`src/logic/pio_defines.svh`:
```
/*
 Register addresses, page codes, reset values and field positions of the port block.
 Assumes inclusion by bare name from logic/.
*/
`ifndef PIO_DEFINES_SVH
`define PIO_DEFINES_SVH
`define PIO_ADDR_PORT0 8'h80
`define PIO_ADDR_PORT1 8'h90
`define PIO_ADDR_PORT2 8'hA0
`define PIO_ADDR_PORT3 8'hB0
`define PIO_ADDR_PORT4 8'hC8
`define PIO_ADDR_PORT5 8'hD8
`define PIO_ADDR_PORT6 8'hE8
`define PIO_ADDR_PORT7 8'hF8
`define PIO_ADDR_MODE0 8'hA4
`define PIO_ADDR_MODE1 8'hA5
`define PIO_ADDR_MODE2 8'hA6
`define PIO_ADDR_MODE3 8'hA7
`define PIO_ADDR_MODE4 8'h9C
`define PIO_ADDR_MODE5 8'h9D
`define PIO_ADDR_MODE6 8'h9E
`define PIO_ADDR_MODE7 8'h9F
`define PIO_ADDR_IMODE1 8'hAD
`define PIO_ADDR_ROUTE2 8'hE3
`define PIO_ADDR_ROUTE3 8'hE4
`define PIO_PAGE_HIGH 8'h0F
`define PIO_LATCH_RST 8'hFF
`define PIO_MODE_RST 8'h00
`define PIO_IMODE_RST 8'hFF
`define PIO_ROUTE_RST 8'h00
`define PIO_PORT4_MASK 8'hE0
`define PIO_ROUTE3_RW_MASK 8'h8F
`define PIO_ROUTE2_RW_MASK 8'hDC
`define PIO_PUD_BIT 7
`define PIO_CANPP_BIT 7
`define PIO_WR_BIT 7
`define PIO_RD_BIT 6
`define PIO_ALE_BIT 5
`define PIO_CMP2_BIT 3
`define PIO_ADC2_BIT 2
`define PIO_TIMER3_EXT_INPUT_BIT 1
`define PIO_T3IN_BIT 0
`endif

```
`src/logic/pio_pkg.sv`:
```
/*
 Types shared by the port block.
 Assumes nothing beyond a SystemVerilog compiler.
*/
package pio_pkg;
  typedef logic [7:0] pio_byte_type;
  typedef logic [2:0] pio_index_type;
  typedef enum logic [1:0] {
    PIO_EXTERNAL_MEMORY_INTERFACE_OFF = 2'b00,
    PIO_EXTERNAL_MEMORY_INTERFACE_MUX = 2'b01,
    PIO_EXTERNAL_MEMORY_INTERFACE_NONMUX = 2'b10
  } pio_external_memory_interface_mode_type;
endpackage

```
`src/logic/pio_port_ctrl.sv`:
```
/*
 Port latches, output modes, pull-ups, pin reads and memory interface takeover.
 Assumes an SFR bus on clock: byte and bit writes, page selector from the core,
 pins brought to the clock only through this block's own two-stage synchroniser.
*/
`timescale 1ns/1ps
`default_nettype none
`include "pio_defines.svh"

// Contract
// - Routing register three: bit7 CAN transmit push-pull, low nibble route enables.
// - Port reads return synchronised live pin levels regardless of routing.
// - Read-modify-write read phase returns the stored latch instead of pins.
// - Port four has only bits 5 to 7; others read zero.
// - High port data and mode registers answer only on page F.
// - Push-pull: latch zero drives low, latch one drives high.
// - Open-drain: latch zero drives low, latch one floats.
// - Output mode bit one selects push-pull, zero open-drain.
// - Reset returns all output modes to open-drain.
// - Pull-ups on by default; global disable bit turns all off.
// - Pull-up is off on any pin driving low.
// - Memory interface sets high-port pin levels during off-chip moves.
// - Moves keep modes; external reads disable data bus drivers outside the multiplexed address phase.
// - Analog port-one pins read zero digitally, keep latch-driven output.
// - Unbonded port registers stay readable, writable, inputs active.
// - Interface drives port four bits 7,6,5 as write, read, ALE.
// - Non-multiplexed: port five carries address bits 15 to 8.
// - Port six: high address multiplexed, low address non-multiplexed.
// - Port seven: address/data multiplexed, data only non-multiplexed.
module pio_port_ctrl (
  input wire logic clock,
  input wire logic sys_rst,
  input wire logic [7:0] sfrAddr,
  input wire logic [7:0] sfrWdata,
  input wire logic sfrWrite,
  input wire logic sfrBitWrite,
  input wire pio_pkg::pio_index_type sfrBitSel,
  input wire logic sfrBitVal,
  input wire logic sfrRead,
  input wire logic sfrRmwRead,
  input wire pio_pkg::pio_byte_type registerPageSelect,
  output pio_pkg::pio_byte_type sfrRdata,
  input wire logic [63:0] pinIn,
  output logic [63:0] pinOut,
  output logic [63:0] pinOe,
  output logic [63:0] pullupEn,
  input wire logic emifActive,
  input wire pio_pkg::pio_external_memory_interface_mode_type emifMode,
  input wire logic emifExtRead,
  input wire logic [15:0] emifAddr,
  input wire logic [7:0] emifDataOut,
  input wire logic emifWrStrobe,
  input wire logic emifRdStrobe,
  input wire logic emifAle,
  output logic canTxPushPull,
  output logic comparator2RouteEn,
  output logic adc2ConvStartRouteEn,
  output logic timer3ExtRouteEn,
  output logic timer3InputRouteEn,
  output logic globalPullupDisable
);
  import pio_pkg::*;

  // Register state and next values
  pio_byte_type latch_r [8];
  pio_byte_type latch_nxt [8];
  pio_byte_type mode_r [8];
  pio_byte_type mode_nxt [8];
  pio_byte_type inMode1_r, inMode1_nxt;
  pio_byte_type route2_r, route2_nxt;
  pio_byte_type route3_r, route3_nxt;
  pio_byte_type rdata_r, rdata_nxt;
  // Synchroniser stages and pin drive
  logic [63:0] pinMeta_r, pinSync_r;
  logic [63:0] pinMeta_nxt, pinSync_nxt;
  logic [63:0] drvLevel, drvEn;

  ////////////////////////////////////////////////////////////////////////
  // Address helpers

  // Ports four to seven sit on the high page
  function automatic logic isHigh(input logic [2:0] n);
    isHigh = (n >= 3'd4);
  endfunction

  // Data register address of each port
  function automatic logic [7:0] portAddr(input logic [2:0] n);
    case (n)
      3'd0: portAddr = `PIO_ADDR_PORT0;
      3'd1: portAddr = `PIO_ADDR_PORT1;
      3'd2: portAddr = `PIO_ADDR_PORT2;
      3'd3: portAddr = `PIO_ADDR_PORT3;
      3'd4: portAddr = `PIO_ADDR_PORT4;
      3'd5: portAddr = `PIO_ADDR_PORT5;
      3'd6: portAddr = `PIO_ADDR_PORT6;
      default: portAddr = `PIO_ADDR_PORT7;
    endcase
  endfunction

  // Output mode register address of each port
  function automatic logic [7:0] modeAddr(input logic [2:0] n);
    case (n)
      3'd0: modeAddr = `PIO_ADDR_MODE0;
      3'd1: modeAddr = `PIO_ADDR_MODE1;
      3'd2: modeAddr = `PIO_ADDR_MODE2;
      3'd3: modeAddr = `PIO_ADDR_MODE3;
      3'd4: modeAddr = `PIO_ADDR_MODE4;
      3'd5: modeAddr = `PIO_ADDR_MODE5;
      3'd6: modeAddr = `PIO_ADDR_MODE6;
      default: modeAddr = `PIO_ADDR_MODE7;
    endcase
  endfunction

  // Page gate for the high ports
  function automatic logic pageOk(input logic [2:0] n, input logic [7:0] pg);
    pageOk = !isHigh(n) || (pg == `PIO_PAGE_HIGH);
  endfunction

  // Bits that have a pin behind them
  function automatic logic [7:0] implMask(input logic [2:0] n);
    implMask = (n == 3'd4) ? `PIO_PORT4_MASK : 8'hFF;
  endfunction

  ////////////////////////////////////////////////////////////////////////
  // Pin synchronisers, two stages

  // Only the second stage feeds any logic
  always_comb begin
    pinMeta_nxt = pinIn;
    pinSync_nxt = pinMeta_r;
  end

  // Stage registers, cleared in reset
  always_ff @(posedge clock) begin
    if (sys_rst) begin
      pinMeta_r <= 64'h0000_0000_0000_0000;
      pinSync_r <= 64'h0000_0000_0000_0000;
    end else begin
      pinMeta_r <= pinMeta_nxt;
      pinSync_r <= pinSync_nxt;
    end
  end

  ////////////////////////////////////////////////////////////////////////
  // Register next values

  always_comb begin
    logic [2:0] pn;
    logic [7:0] live;
    pn = 3'd0;
    live = 8'h00;
    inMode1_nxt = inMode1_r;
    route2_nxt = route2_r;
    route3_nxt = route3_r;
    rdata_nxt = rdata_r;
    for (int i = 0; i < 8; i++) begin
      latch_nxt[i] = latch_r[i];
      mode_nxt[i] = mode_r[i];
    end
    // Byte, bit and mode writes; a same-cycle bit write wins its bit
    for (int i = 0; i < 8; i++) begin
      pn = 3'(i);
      // Unbonded ports keep full registers
      if (sfrWrite && sfrAddr == portAddr(pn) && pageOk(pn, registerPageSelect)) begin
        latch_nxt[i] = sfrWdata;
      end
      if (sfrBitWrite && sfrAddr == portAddr(pn) && pageOk(pn, registerPageSelect)) begin
        latch_nxt[i][sfrBitSel] = sfrBitVal;
      end
      if (sfrWrite && sfrAddr == modeAddr(pn) && pageOk(pn, registerPageSelect)) begin
        mode_nxt[i] = sfrWdata;
      end
    end
    if (sfrWrite && sfrAddr == `PIO_ADDR_IMODE1) begin
      inMode1_nxt = sfrWdata;
    end
    if (sfrWrite && sfrAddr == `PIO_ADDR_ROUTE2) begin
      route2_nxt = sfrWdata & `PIO_ROUTE2_RW_MASK;
    end
    if (sfrWrite && sfrAddr == `PIO_ADDR_ROUTE3) begin
      route3_nxt = sfrWdata & `PIO_ROUTE3_RW_MASK;
    end
    // Read data, zero for unmapped
    if (sfrRead) begin
      rdata_nxt = 8'h00;
      for (int i = 0; i < 8; i++) begin
        pn = 3'(i);
        live = pinSync_r[i*8 +: 8];
        if (i == 1) begin
          live = live & inMode1_r;
        end
        if (sfrAddr == portAddr(pn) && pageOk(pn, registerPageSelect)) begin
          // Latch on read-modify-write, pins otherwise
          rdata_nxt = (sfrRmwRead ? latch_r[i] : live) & implMask(pn);
        end
        if (sfrAddr == modeAddr(pn) && pageOk(pn, registerPageSelect)) begin
          rdata_nxt = mode_r[i] & implMask(pn);
        end
      end
      if (sfrAddr == `PIO_ADDR_IMODE1) begin
        rdata_nxt = inMode1_r;
      end
      if (sfrAddr == `PIO_ADDR_ROUTE2) begin
        rdata_nxt = route2_r;
      end
      if (sfrAddr == `PIO_ADDR_ROUTE3) begin
        rdata_nxt = route3_r;
      end
    end
  end

  // Register state; reset raises latches and opens all drains
  always_ff @(posedge clock) begin
    if (sys_rst) begin
      for (int i = 0; i < 8; i++) begin
        latch_r[i] <= `PIO_LATCH_RST;
        mode_r[i] <= `PIO_MODE_RST;
      end
      inMode1_r <= `PIO_IMODE_RST;
      route2_r <= `PIO_ROUTE_RST;
      route3_r <= `PIO_ROUTE_RST;
      rdata_r <= 8'h00;
    end else begin
      for (int i = 0; i < 8; i++) begin
        latch_r[i] <= latch_nxt[i];
        mode_r[i] <= mode_nxt[i];
      end
      inMode1_r <= inMode1_nxt;
      route2_r <= route2_nxt;
      route3_r <= route3_nxt;
      rdata_r <= rdata_nxt;
    end
  end

  ////////////////////////////////////////////////////////////////////////
  // Pin drive: latch and mode, overridden by the memory interface

  always_comb begin
    logic muxed;
    logic take;
    muxed = (emifMode == PIO_EXTERNAL_MEMORY_INTERFACE_MUX);
    take = emifActive && (emifMode != PIO_EXTERNAL_MEMORY_INTERFACE_OFF);
    for (int i = 0; i < 8; i++) begin
      for (int b = 0; b < 8; b++) begin
        drvLevel[i*8+b] = latch_r[i][b];
        // One drives high only in push-pull
        drvEn[i*8+b] = mode_r[i][b] | ~latch_r[i][b];
      end
    end
    if (take) begin
      drvLevel[32+`PIO_WR_BIT] = emifWrStrobe;
      drvLevel[32+`PIO_RD_BIT] = emifRdStrobe;
      drvLevel[32+`PIO_ALE_BIT] = emifAle;
      if (muxed) begin
        drvLevel[55:48] = emifAddr[15:8];
        drvLevel[63:56] = emifAle ? emifAddr[7:0] : emifDataOut;
      end else begin
        drvLevel[47:40] = emifAddr[15:8];
        drvLevel[55:48] = emifAddr[7:0];
        drvLevel[63:56] = emifDataOut;
      end
      for (int b = 0; b < 8; b++) begin
        // Modes unchanged, recomputed on new levels
        drvEn[32+b] = mode_r[4][b] | ~drvLevel[32+b];
        drvEn[40+b] = mode_r[5][b] | ~drvLevel[40+b];
        drvEn[48+b] = mode_r[6][b] | ~drvLevel[48+b];
        drvEn[56+b] = mode_r[7][b] | ~drvLevel[56+b];
      end
      // Multiplexed address phase still drives the shared bus
      if (emifExtRead && !(muxed && emifAle)) begin
        drvEn[63:56] = 8'h00;
      end
    end
    drvEn[36:32] = 5'h00;
    drvLevel[36:32] = 5'h00;
  end

  // Outputs; pull-up off when disabled or driving low
  assign pinOut = drvLevel;
  assign pinOe = drvEn;
  assign globalPullupDisable = route2_r[`PIO_PUD_BIT];
  // Per-pin pull-up; analog port-one pins lose theirs
  always_comb begin
    for (int k = 0; k < 64; k++) begin
      pullupEn[k] = !globalPullupDisable && !(drvEn[k] && !drvLevel[k]);
    end
    pullupEn[15:8] = pullupEn[15:8] & inMode1_r;
    pullupEn[36:32] = 5'h00;
  end
  // Registered read data
  assign sfrRdata = rdata_r;
  // Routing enables straight from register three
  assign canTxPushPull = route3_r[`PIO_CANPP_BIT];
  assign comparator2RouteEn = route3_r[`PIO_CMP2_BIT];
  assign adc2ConvStartRouteEn = route3_r[`PIO_ADC2_BIT];
  assign timer3ExtRouteEn = route3_r[`PIO_TIMER3_EXT_INPUT_BIT];
  assign timer3InputRouteEn = route3_r[`PIO_T3IN_BIT];

endmodule
`default_nettype wire

```
`config.mk`:
```
export PLATFORM = sky130hd
export DESIGN_NAME = pio_port_ctrl
export DESIGN_NICKNAME = d
export VERILOG_FILES = /design/src/logic/pio_pkg.sv /design/src/logic/pio_port_ctrl.sv
export VERILOG_INCLUDE_DIRS = /design/src /design/src/logic
export SDC_FILE = /design/constraint.sdc
export NUM_CORES = 1
export LEC_CHECK = 0
export BUFFER_PORTS_ARGS = -buffer_cell sky130_fd_sc_hd__buf_2
export CORE_MARGIN = 2
export CORE_UTILIZATION = 35
export DETAILED_ROUTE_END_ITERATION = 8
export PLACE_DENSITY_LB_ADDON = 0.05
export REMOVE_ABC_BUFFERS = 1
export SETUP_SLACK_MARGIN = 0.4
export SYNTH_ARGS = -nofsm -noshare
export SYNTH_HDL_FRONTEND = slang
export SYNTH_SLANG_ARGS = --single-unit
```
`constraint.sdc`:
```
create_clock -name clock -period 7.7 [get_ports clock]
set_input_delay 1.54 -clock clock [delete_from_list [all_inputs] [get_ports clock]]
set_output_delay 1.54 -clock clock [all_outputs]
set_load 0.05 [all_outputs]
```
# == Word-level counts from Yosys, hierarchy flattened ==
# Memories as Yosys holds them, arrays and structs flattened.
# Cells that the tools add are included.
# classes
n_reduce_logical,290
magnitude_cmp,2
div_mod_pow,0
n_shift,0
multipliers,0
eq_ne,37
mux,104
bitwise_logic,200
add_sub_neg,0
# ops
op,n
8-bit two-way mux,87
1-bit logical AND,169
"8-bit equality test, second input constant",19
8-bit equality test,16
1-bit zero test,120
1-bit OR,107
1-bit inverter,91
8-bit bitwise mux,8
16-bit two-way mux,2
32-bit two-way mux,1
27-bit two-way mux,1
8-bit bitwise AND,2
"8-bit by 4-bit equality test with 1-bit output, second input constant",1
"3-bit by 4-bit < comparator with 1-bit output, second input constant",1
1-bit two-way mux,4
1-bit demux with 3-bit select,1
"3-bit by 1-bit >= comparator with 1-bit output, second input constant",1
"2-bit by 1-bit equality test with 1-bit output, second input constant",1
2-bit nonzero test,1
# totals
in_bits,129
regBits,154
n_memories,2
latchBits,0
mem_bits_ro,0
ramBits,128
# mem_list
name,words,width,rd,rd_ports_with_merged_regs,write_ports,line,rtl
latch_r,8,8,8,0,8,pio_port_ctrl.sv:65,pio_byte_type latch_r [8];
mode_r,8,8,8,0,8,pio_port_ctrl.sv:67,pio_byte_type mode_r [8];

# == Longest topological paths before layout ==
# depth
word_depth,21
ltp_mapped,10
depth_no_buf,7

# == Worst setup path after synthesis ==
# No wires, ideal clock.
# synth_timing
path_type,in2out
from,input emifMode[1]
to,output pullupEn[56]
path_slack_ns,2.694
arrival_ns,3.466
t_required_ns,6.160
path_stages,5
cell_sequence,clkbuf_1 -> o21ai_1 -> clkbuf_1 -> a21oi_1 -> a21oi_1
# synth_between
elab_chain_len,10
elab_cells_between_ends,17
# synth_rtl
element,line,rtl
start: declaration,pio_port_ctrl.sv:48,"input wire pio_pkg::pio_external_memory_interface_mode_type emifMode,"
2-bit by 1-bit equality test with 1-bit output,pio_port_ctrl.sv:241,muxed = (emifMode == PIO_EXTERNAL_MEMORY_INTERFACE_MUX);
16-bit two-way mux,pio_port_ctrl.sv:254,if (muxed) begin
16-bit two-way mux,pio_port_ctrl.sv:250,if (take) begin
1-bit inverter,pio_port_ctrl.sv:267,drvEn[56+b] = mode_r[7][b] | ~drvLevel[56+b];
1-bit OR,pio_port_ctrl.sv:267,
8-bit two-way mux,pio_port_ctrl.sv:270,if (emifExtRead && !(muxed && emifAle)) begin
32-bit two-way mux,pio_port_ctrl.sv:250,
1-bit logical AND *,pio_port_ctrl.sv:285,pullupEn[k] = !globalPullupDisable && !(drvEn[k] && !drvLevel[k]);
1-bit zero test *,pio_port_ctrl.sv:285,
1-bit logical AND *,pio_port_ctrl.sv:285,
end: declaration,pio_port_ctrl.sv:46,"output logic [63:0] pullupEn,"
# Mark *: on every way between the ends. The rest lies on a longest branch, timed or not. The select of a mux whose other input is x is not followed.

# == Worst setup path in the final report ==
# layout_timing
from,input emifMode[1]
to,output pinOe[37]
# layout_between
elab_chain_len,3
# layout_rtl
element,line,rtl
2-bit nonzero test,pio_port_ctrl.sv:242,take = emifActive && (emifMode != PIO_EXTERNAL_MEMORY_INTERFACE_OFF);
1-bit logical AND,pio_port_ctrl.sv:242,
32-bit two-way mux,pio_port_ctrl.sv:250,
end: declaration,pio_port_ctrl.sv:45,"output logic [63:0] pinOe,"
# No other way between the ends.

==> flow_summary.json <==
{
  "run_status": "complete, no violations",
  "critical_path_peak_fanout": 17,
  "fp-row-count": 70,
  "cts_root_buf": "sky130_fd_sc_hd__clkbuf_16",
  "final_cell_count_no_fill": 2321,
  "detailedPlacementHpwl_um": 37900,
  "detailed_place.area_um2": 14700,
  "remaining_drc_errors": 0,
  "initial_core_util_pct": 35.5,
  "critical-path-max-stage-delay_ps": 650,
  "category_of_the_worst_setup_path_capture_point": "output port",
  "num-nets-final": 1959,
  "total_leakage_power_nw": 6.72,
  "routed_wl_um": 52900,
  "die_w_um": 196,
  "synthesis.area_um2": 13000,
  "io-pin-count": 335,
  "worstHoldStart": "pinMeta_r[31]",
  "critical_path.startpoint": "emifMode[1]",
  "cts_max_level": 1,
  "power-per-cell-area_nw_per_um2": 205,
  "slowest_stage": "sky130_fd_sc_hd__o21ai_2",
  "io_buffer_count": 314,
  "synthArstFlopShare_pct": 0,
  "totalNegativeSetupSlack_ps": 0,
  "max_freq_mhz": 196,
  "rrSetupSlack_ps": 5200,
  "timing.final.setup_violations": 0,
  "flow.area_growth_from_synthesis_pct": 21.1,
  "worst_ir_drop_vdd_v": 0.000170,
  "critical-path-top-cell-by-count": "sky130_fd_sc_hd__buf_2",
  "design.core.area_um2": 36500,
  "initial_antenna_violation_count": 2,
  "yosys.cell_types.count": 69,
  "wl_met2_um": 24200,
  "synth_largest_area_cell": "sky130_fd_sc_hd__dfxtp_1",
  "post-synth-top-area-fraction_pct": 40.5,
  "timing.slew.headroom_pct": 31.0,
  "report.final.hold_viol_count": 0,
  "wl_per_cell_um": 22.8,
  "route.met3.wl_um": 3390,
  "worst_setup_hold_path_clk_slew_ps": 60,
  "routed_via_density": 5.48,
  "drive_gt1_share_pct": 23.7,
  "die_height_um": 196,
  "tightest_slew_ps": 1030,
  "slew_violations": 0,
  "route.vias.total": 12700,
  "synth_ff_type": "sky130_fd_sc_hd__dfxtp_1",
  "globalRoute.totalOverflow": 0,
  "crit-reg2reg-launch": "latch_r[0][9]",
  "synth_edf_count": 0,
  "post-cts-setup-buffer-count": 0,
  "hold_path_class": "reg2reg",
  "drt_iter0_drc": 1114,
  "shortest_clock_period_the_worst_path_allows_after_layout_ps": 5090,
  "via_count_of_the_first_global_routing_pass": 11900,
  "layout_setup_ws_ps": 2610,
  "cts-hold-fix-buffers": 0,
  "drtPass1Iterations": 6,
  "cts-buffers-inserted": 30,
  "path_class": "in2out",
  "rsz_0062_raised_after_global_routing": "false",
  "avgSynthCellArea_um2": 8.15,
  "area_of_all_placed_cells_without_fillers_um2": 15700,
  "timing.critical_path.from_type": "input pin",
  "placed_cells_incl_taps": 2266,
  "number_of_register_bits_inferred_by_synthesis": 262,
  "synthTopCellsByArea": "sky130_fd_sc_hd__dfxtp_1 (40%), sky130_fd_sc_hd__nor2b_1 (7.1%), sky130_fd_sc_hd__a21oi_1 (5.9%), sky130_fd_sc_hd__nand2_1 (5.8%), sky130_fd_sc_hd__mux2i_1 (5.6%)",
  "gp_congestion": 0.890,
  "clkLatencyLatePin_ps": 570,
  "netlist_instances": 1590,
  "grt_pass1_wl_um": 77400,
  "worst-endpoint-arrival_ps": 3550,
  "synth-warning-count": 0,
  "met1_length_um": 24100,
  "pin_count_of_the_biggest_net_entering_global_routing": 180,
  "top_layer": "met5",
  "post-route-period-util_pct": 66.1,
  "ctsResizeCount": 0,
  "cap_viol_max_count": 0,
  "tritoncts": "yes",
  "seq_total_area_yosys_pct": 40.5,
  "number_of_antenna_violating_nets_in_the_routed_design": 0,
  "global_route_total_usage_across_every_layer_pct": 26.5,
  "die-area_um2": 38600,
  "cts.path.max_buffers": 3,
  "series_of_cell_instances_along_the_critical_path": "buf_2 > o21ai_2 > buf_4 > mux2i_1 > or2_2 > buf_2",
  "required_ps": 6160,
  "cts.sink_count": 262,
  "fin_skew_ps": 13.3,
  "post-place-ws_ps": 2580
}
[cell type report]
| class | count | area (um2) |
|---|---|---|
| clock buffer | 46 | 932 |
| timing repair buffer | 331 | 1720 |
| inverter | 35 | 131 |
| tap | 468 | 586 |
| fill | 3827 | 20800 |
| sequential | 262 | 5250 |
| clock inverter | 7 | 37.5 |
| antenna | 2 | 5.00 |
| multi-input combinational | 1170 | 7030 |
[Yosys cell counts (all sizes together) (13+ instances only)]
cell and number:
or2 26, clkbuf 100, nand2 204, nand2b 39, a221o 13, or3 34, o21ai 36, a211o 29
nor3 22, nor2 100, nand3 75, a21o 26, mux2 19, buf 37, dfxtp 262, inv 34
nor2b 146, mux2i 73, a21oi 153
[flip-flops by register name (all words and copies together) (netlist names)]
signal,count
sfrRdata,8
pinSync_r,59
latch_r,59
pinMeta_r,59
inMode1_r,8
mode_r,59
route2_r,5
route3_r,5
[power by group]
part           switching [mW]  total [mW]  internal (mW)  leakage, nW
sequential            0.00844        1.39           1.39         2.14
combinational           0.304       0.412          0.108         4.10
clock                   0.584        1.41          0.824        0.483
total                   0.897        3.21           2.32         6.72
[layer usage]
layer  up-vias  global-route usage (%)
li1       5988                       -
met1      6174                    36.8
met2       485                    43.5
met3        71                    3.37
met4         2                    6.48
met5         -                       0
[cell families after synthesis]
logic type / count (synthesis) / synth area share (%)
flops: 262 / 40.5
simple gates: 700 / 28.1
compound gates: 363 / 18.3
other cells: 1 / 0.0289
buf+inv: 172 / 5.80
mux: 92 / 7.29
[final timing paths]
kind                            depth (start not counted)            end
worst max-delay path                                    6      pinOe[37]
worst min-delay path                                    1  pinSync_r[31]
worst max register to register                          7    sfrRdata[1]
worst min register to register                          1  pinSync_r[31]
[per-stage QoR]
stage	utilization, %	hold WS (ps)	total power [mW]
finish	42.9	429	3.21
global route	42.9	450	3.32
CTS	42.9	434	3.24
detailed placement	40.3	423	1.83
global placement	40.3	420	1.83
floorplan	-	414	1.65
[critical path, delay by kind of cell]
family | cells | cell delay [ps]
AO/OA/AOI/OAI | 1 | 650
multiplexers | 1 | 400
buffers and inverters | 3 | 790
AND/OR/NAND/NOR | 1 | 170
[placed cells by master (no fill, tap or decap), types with 8 or more instances in the layout]
cell type	instances
sky130_fd_sc_hd__a211o_1	29
sky130_fd_sc_hd__a21o_1	26
sky130_fd_sc_hd__a21oi_1	153
sky130_fd_sc_hd__a221o_1	13
sky130_fd_sc_hd__a221oi_1	10
sky130_fd_sc_hd__a22oi_1	12
sky130_fd_sc_hd__a311o_1	8
sky130_fd_sc_hd__and3_1	11
sky130_fd_sc_hd__buf_2	313
sky130_fd_sc_hd__buf_4	16
sky130_fd_sc_hd__clkbuf_16	31
sky130_fd_sc_hd__clkbuf_8	11
sky130_fd_sc_hd__conb_1	15
sky130_fd_sc_hd__dfxtp_1	261
sky130_fd_sc_hd__inv_1	34
sky130_fd_sc_hd__mux2_2	19
sky130_fd_sc_hd__mux2i_1	73
sky130_fd_sc_hd__nand2_1	200
sky130_fd_sc_hd__nand2b_1	39
sky130_fd_sc_hd__nand3_1	75
sky130_fd_sc_hd__nor2_1	97
sky130_fd_sc_hd__nor2b_1	146
sky130_fd_sc_hd__nor3_1	18
sky130_fd_sc_hd__o211ai_1	8
sky130_fd_sc_hd__o21a_1	11
sky130_fd_sc_hd__o21ai_0	35
sky130_fd_sc_hd__o22ai_1	12
sky130_fd_sc_hd__or2_2	23
sky130_fd_sc_hd__or3_1	34
Power figures use the tool's default switching activity.
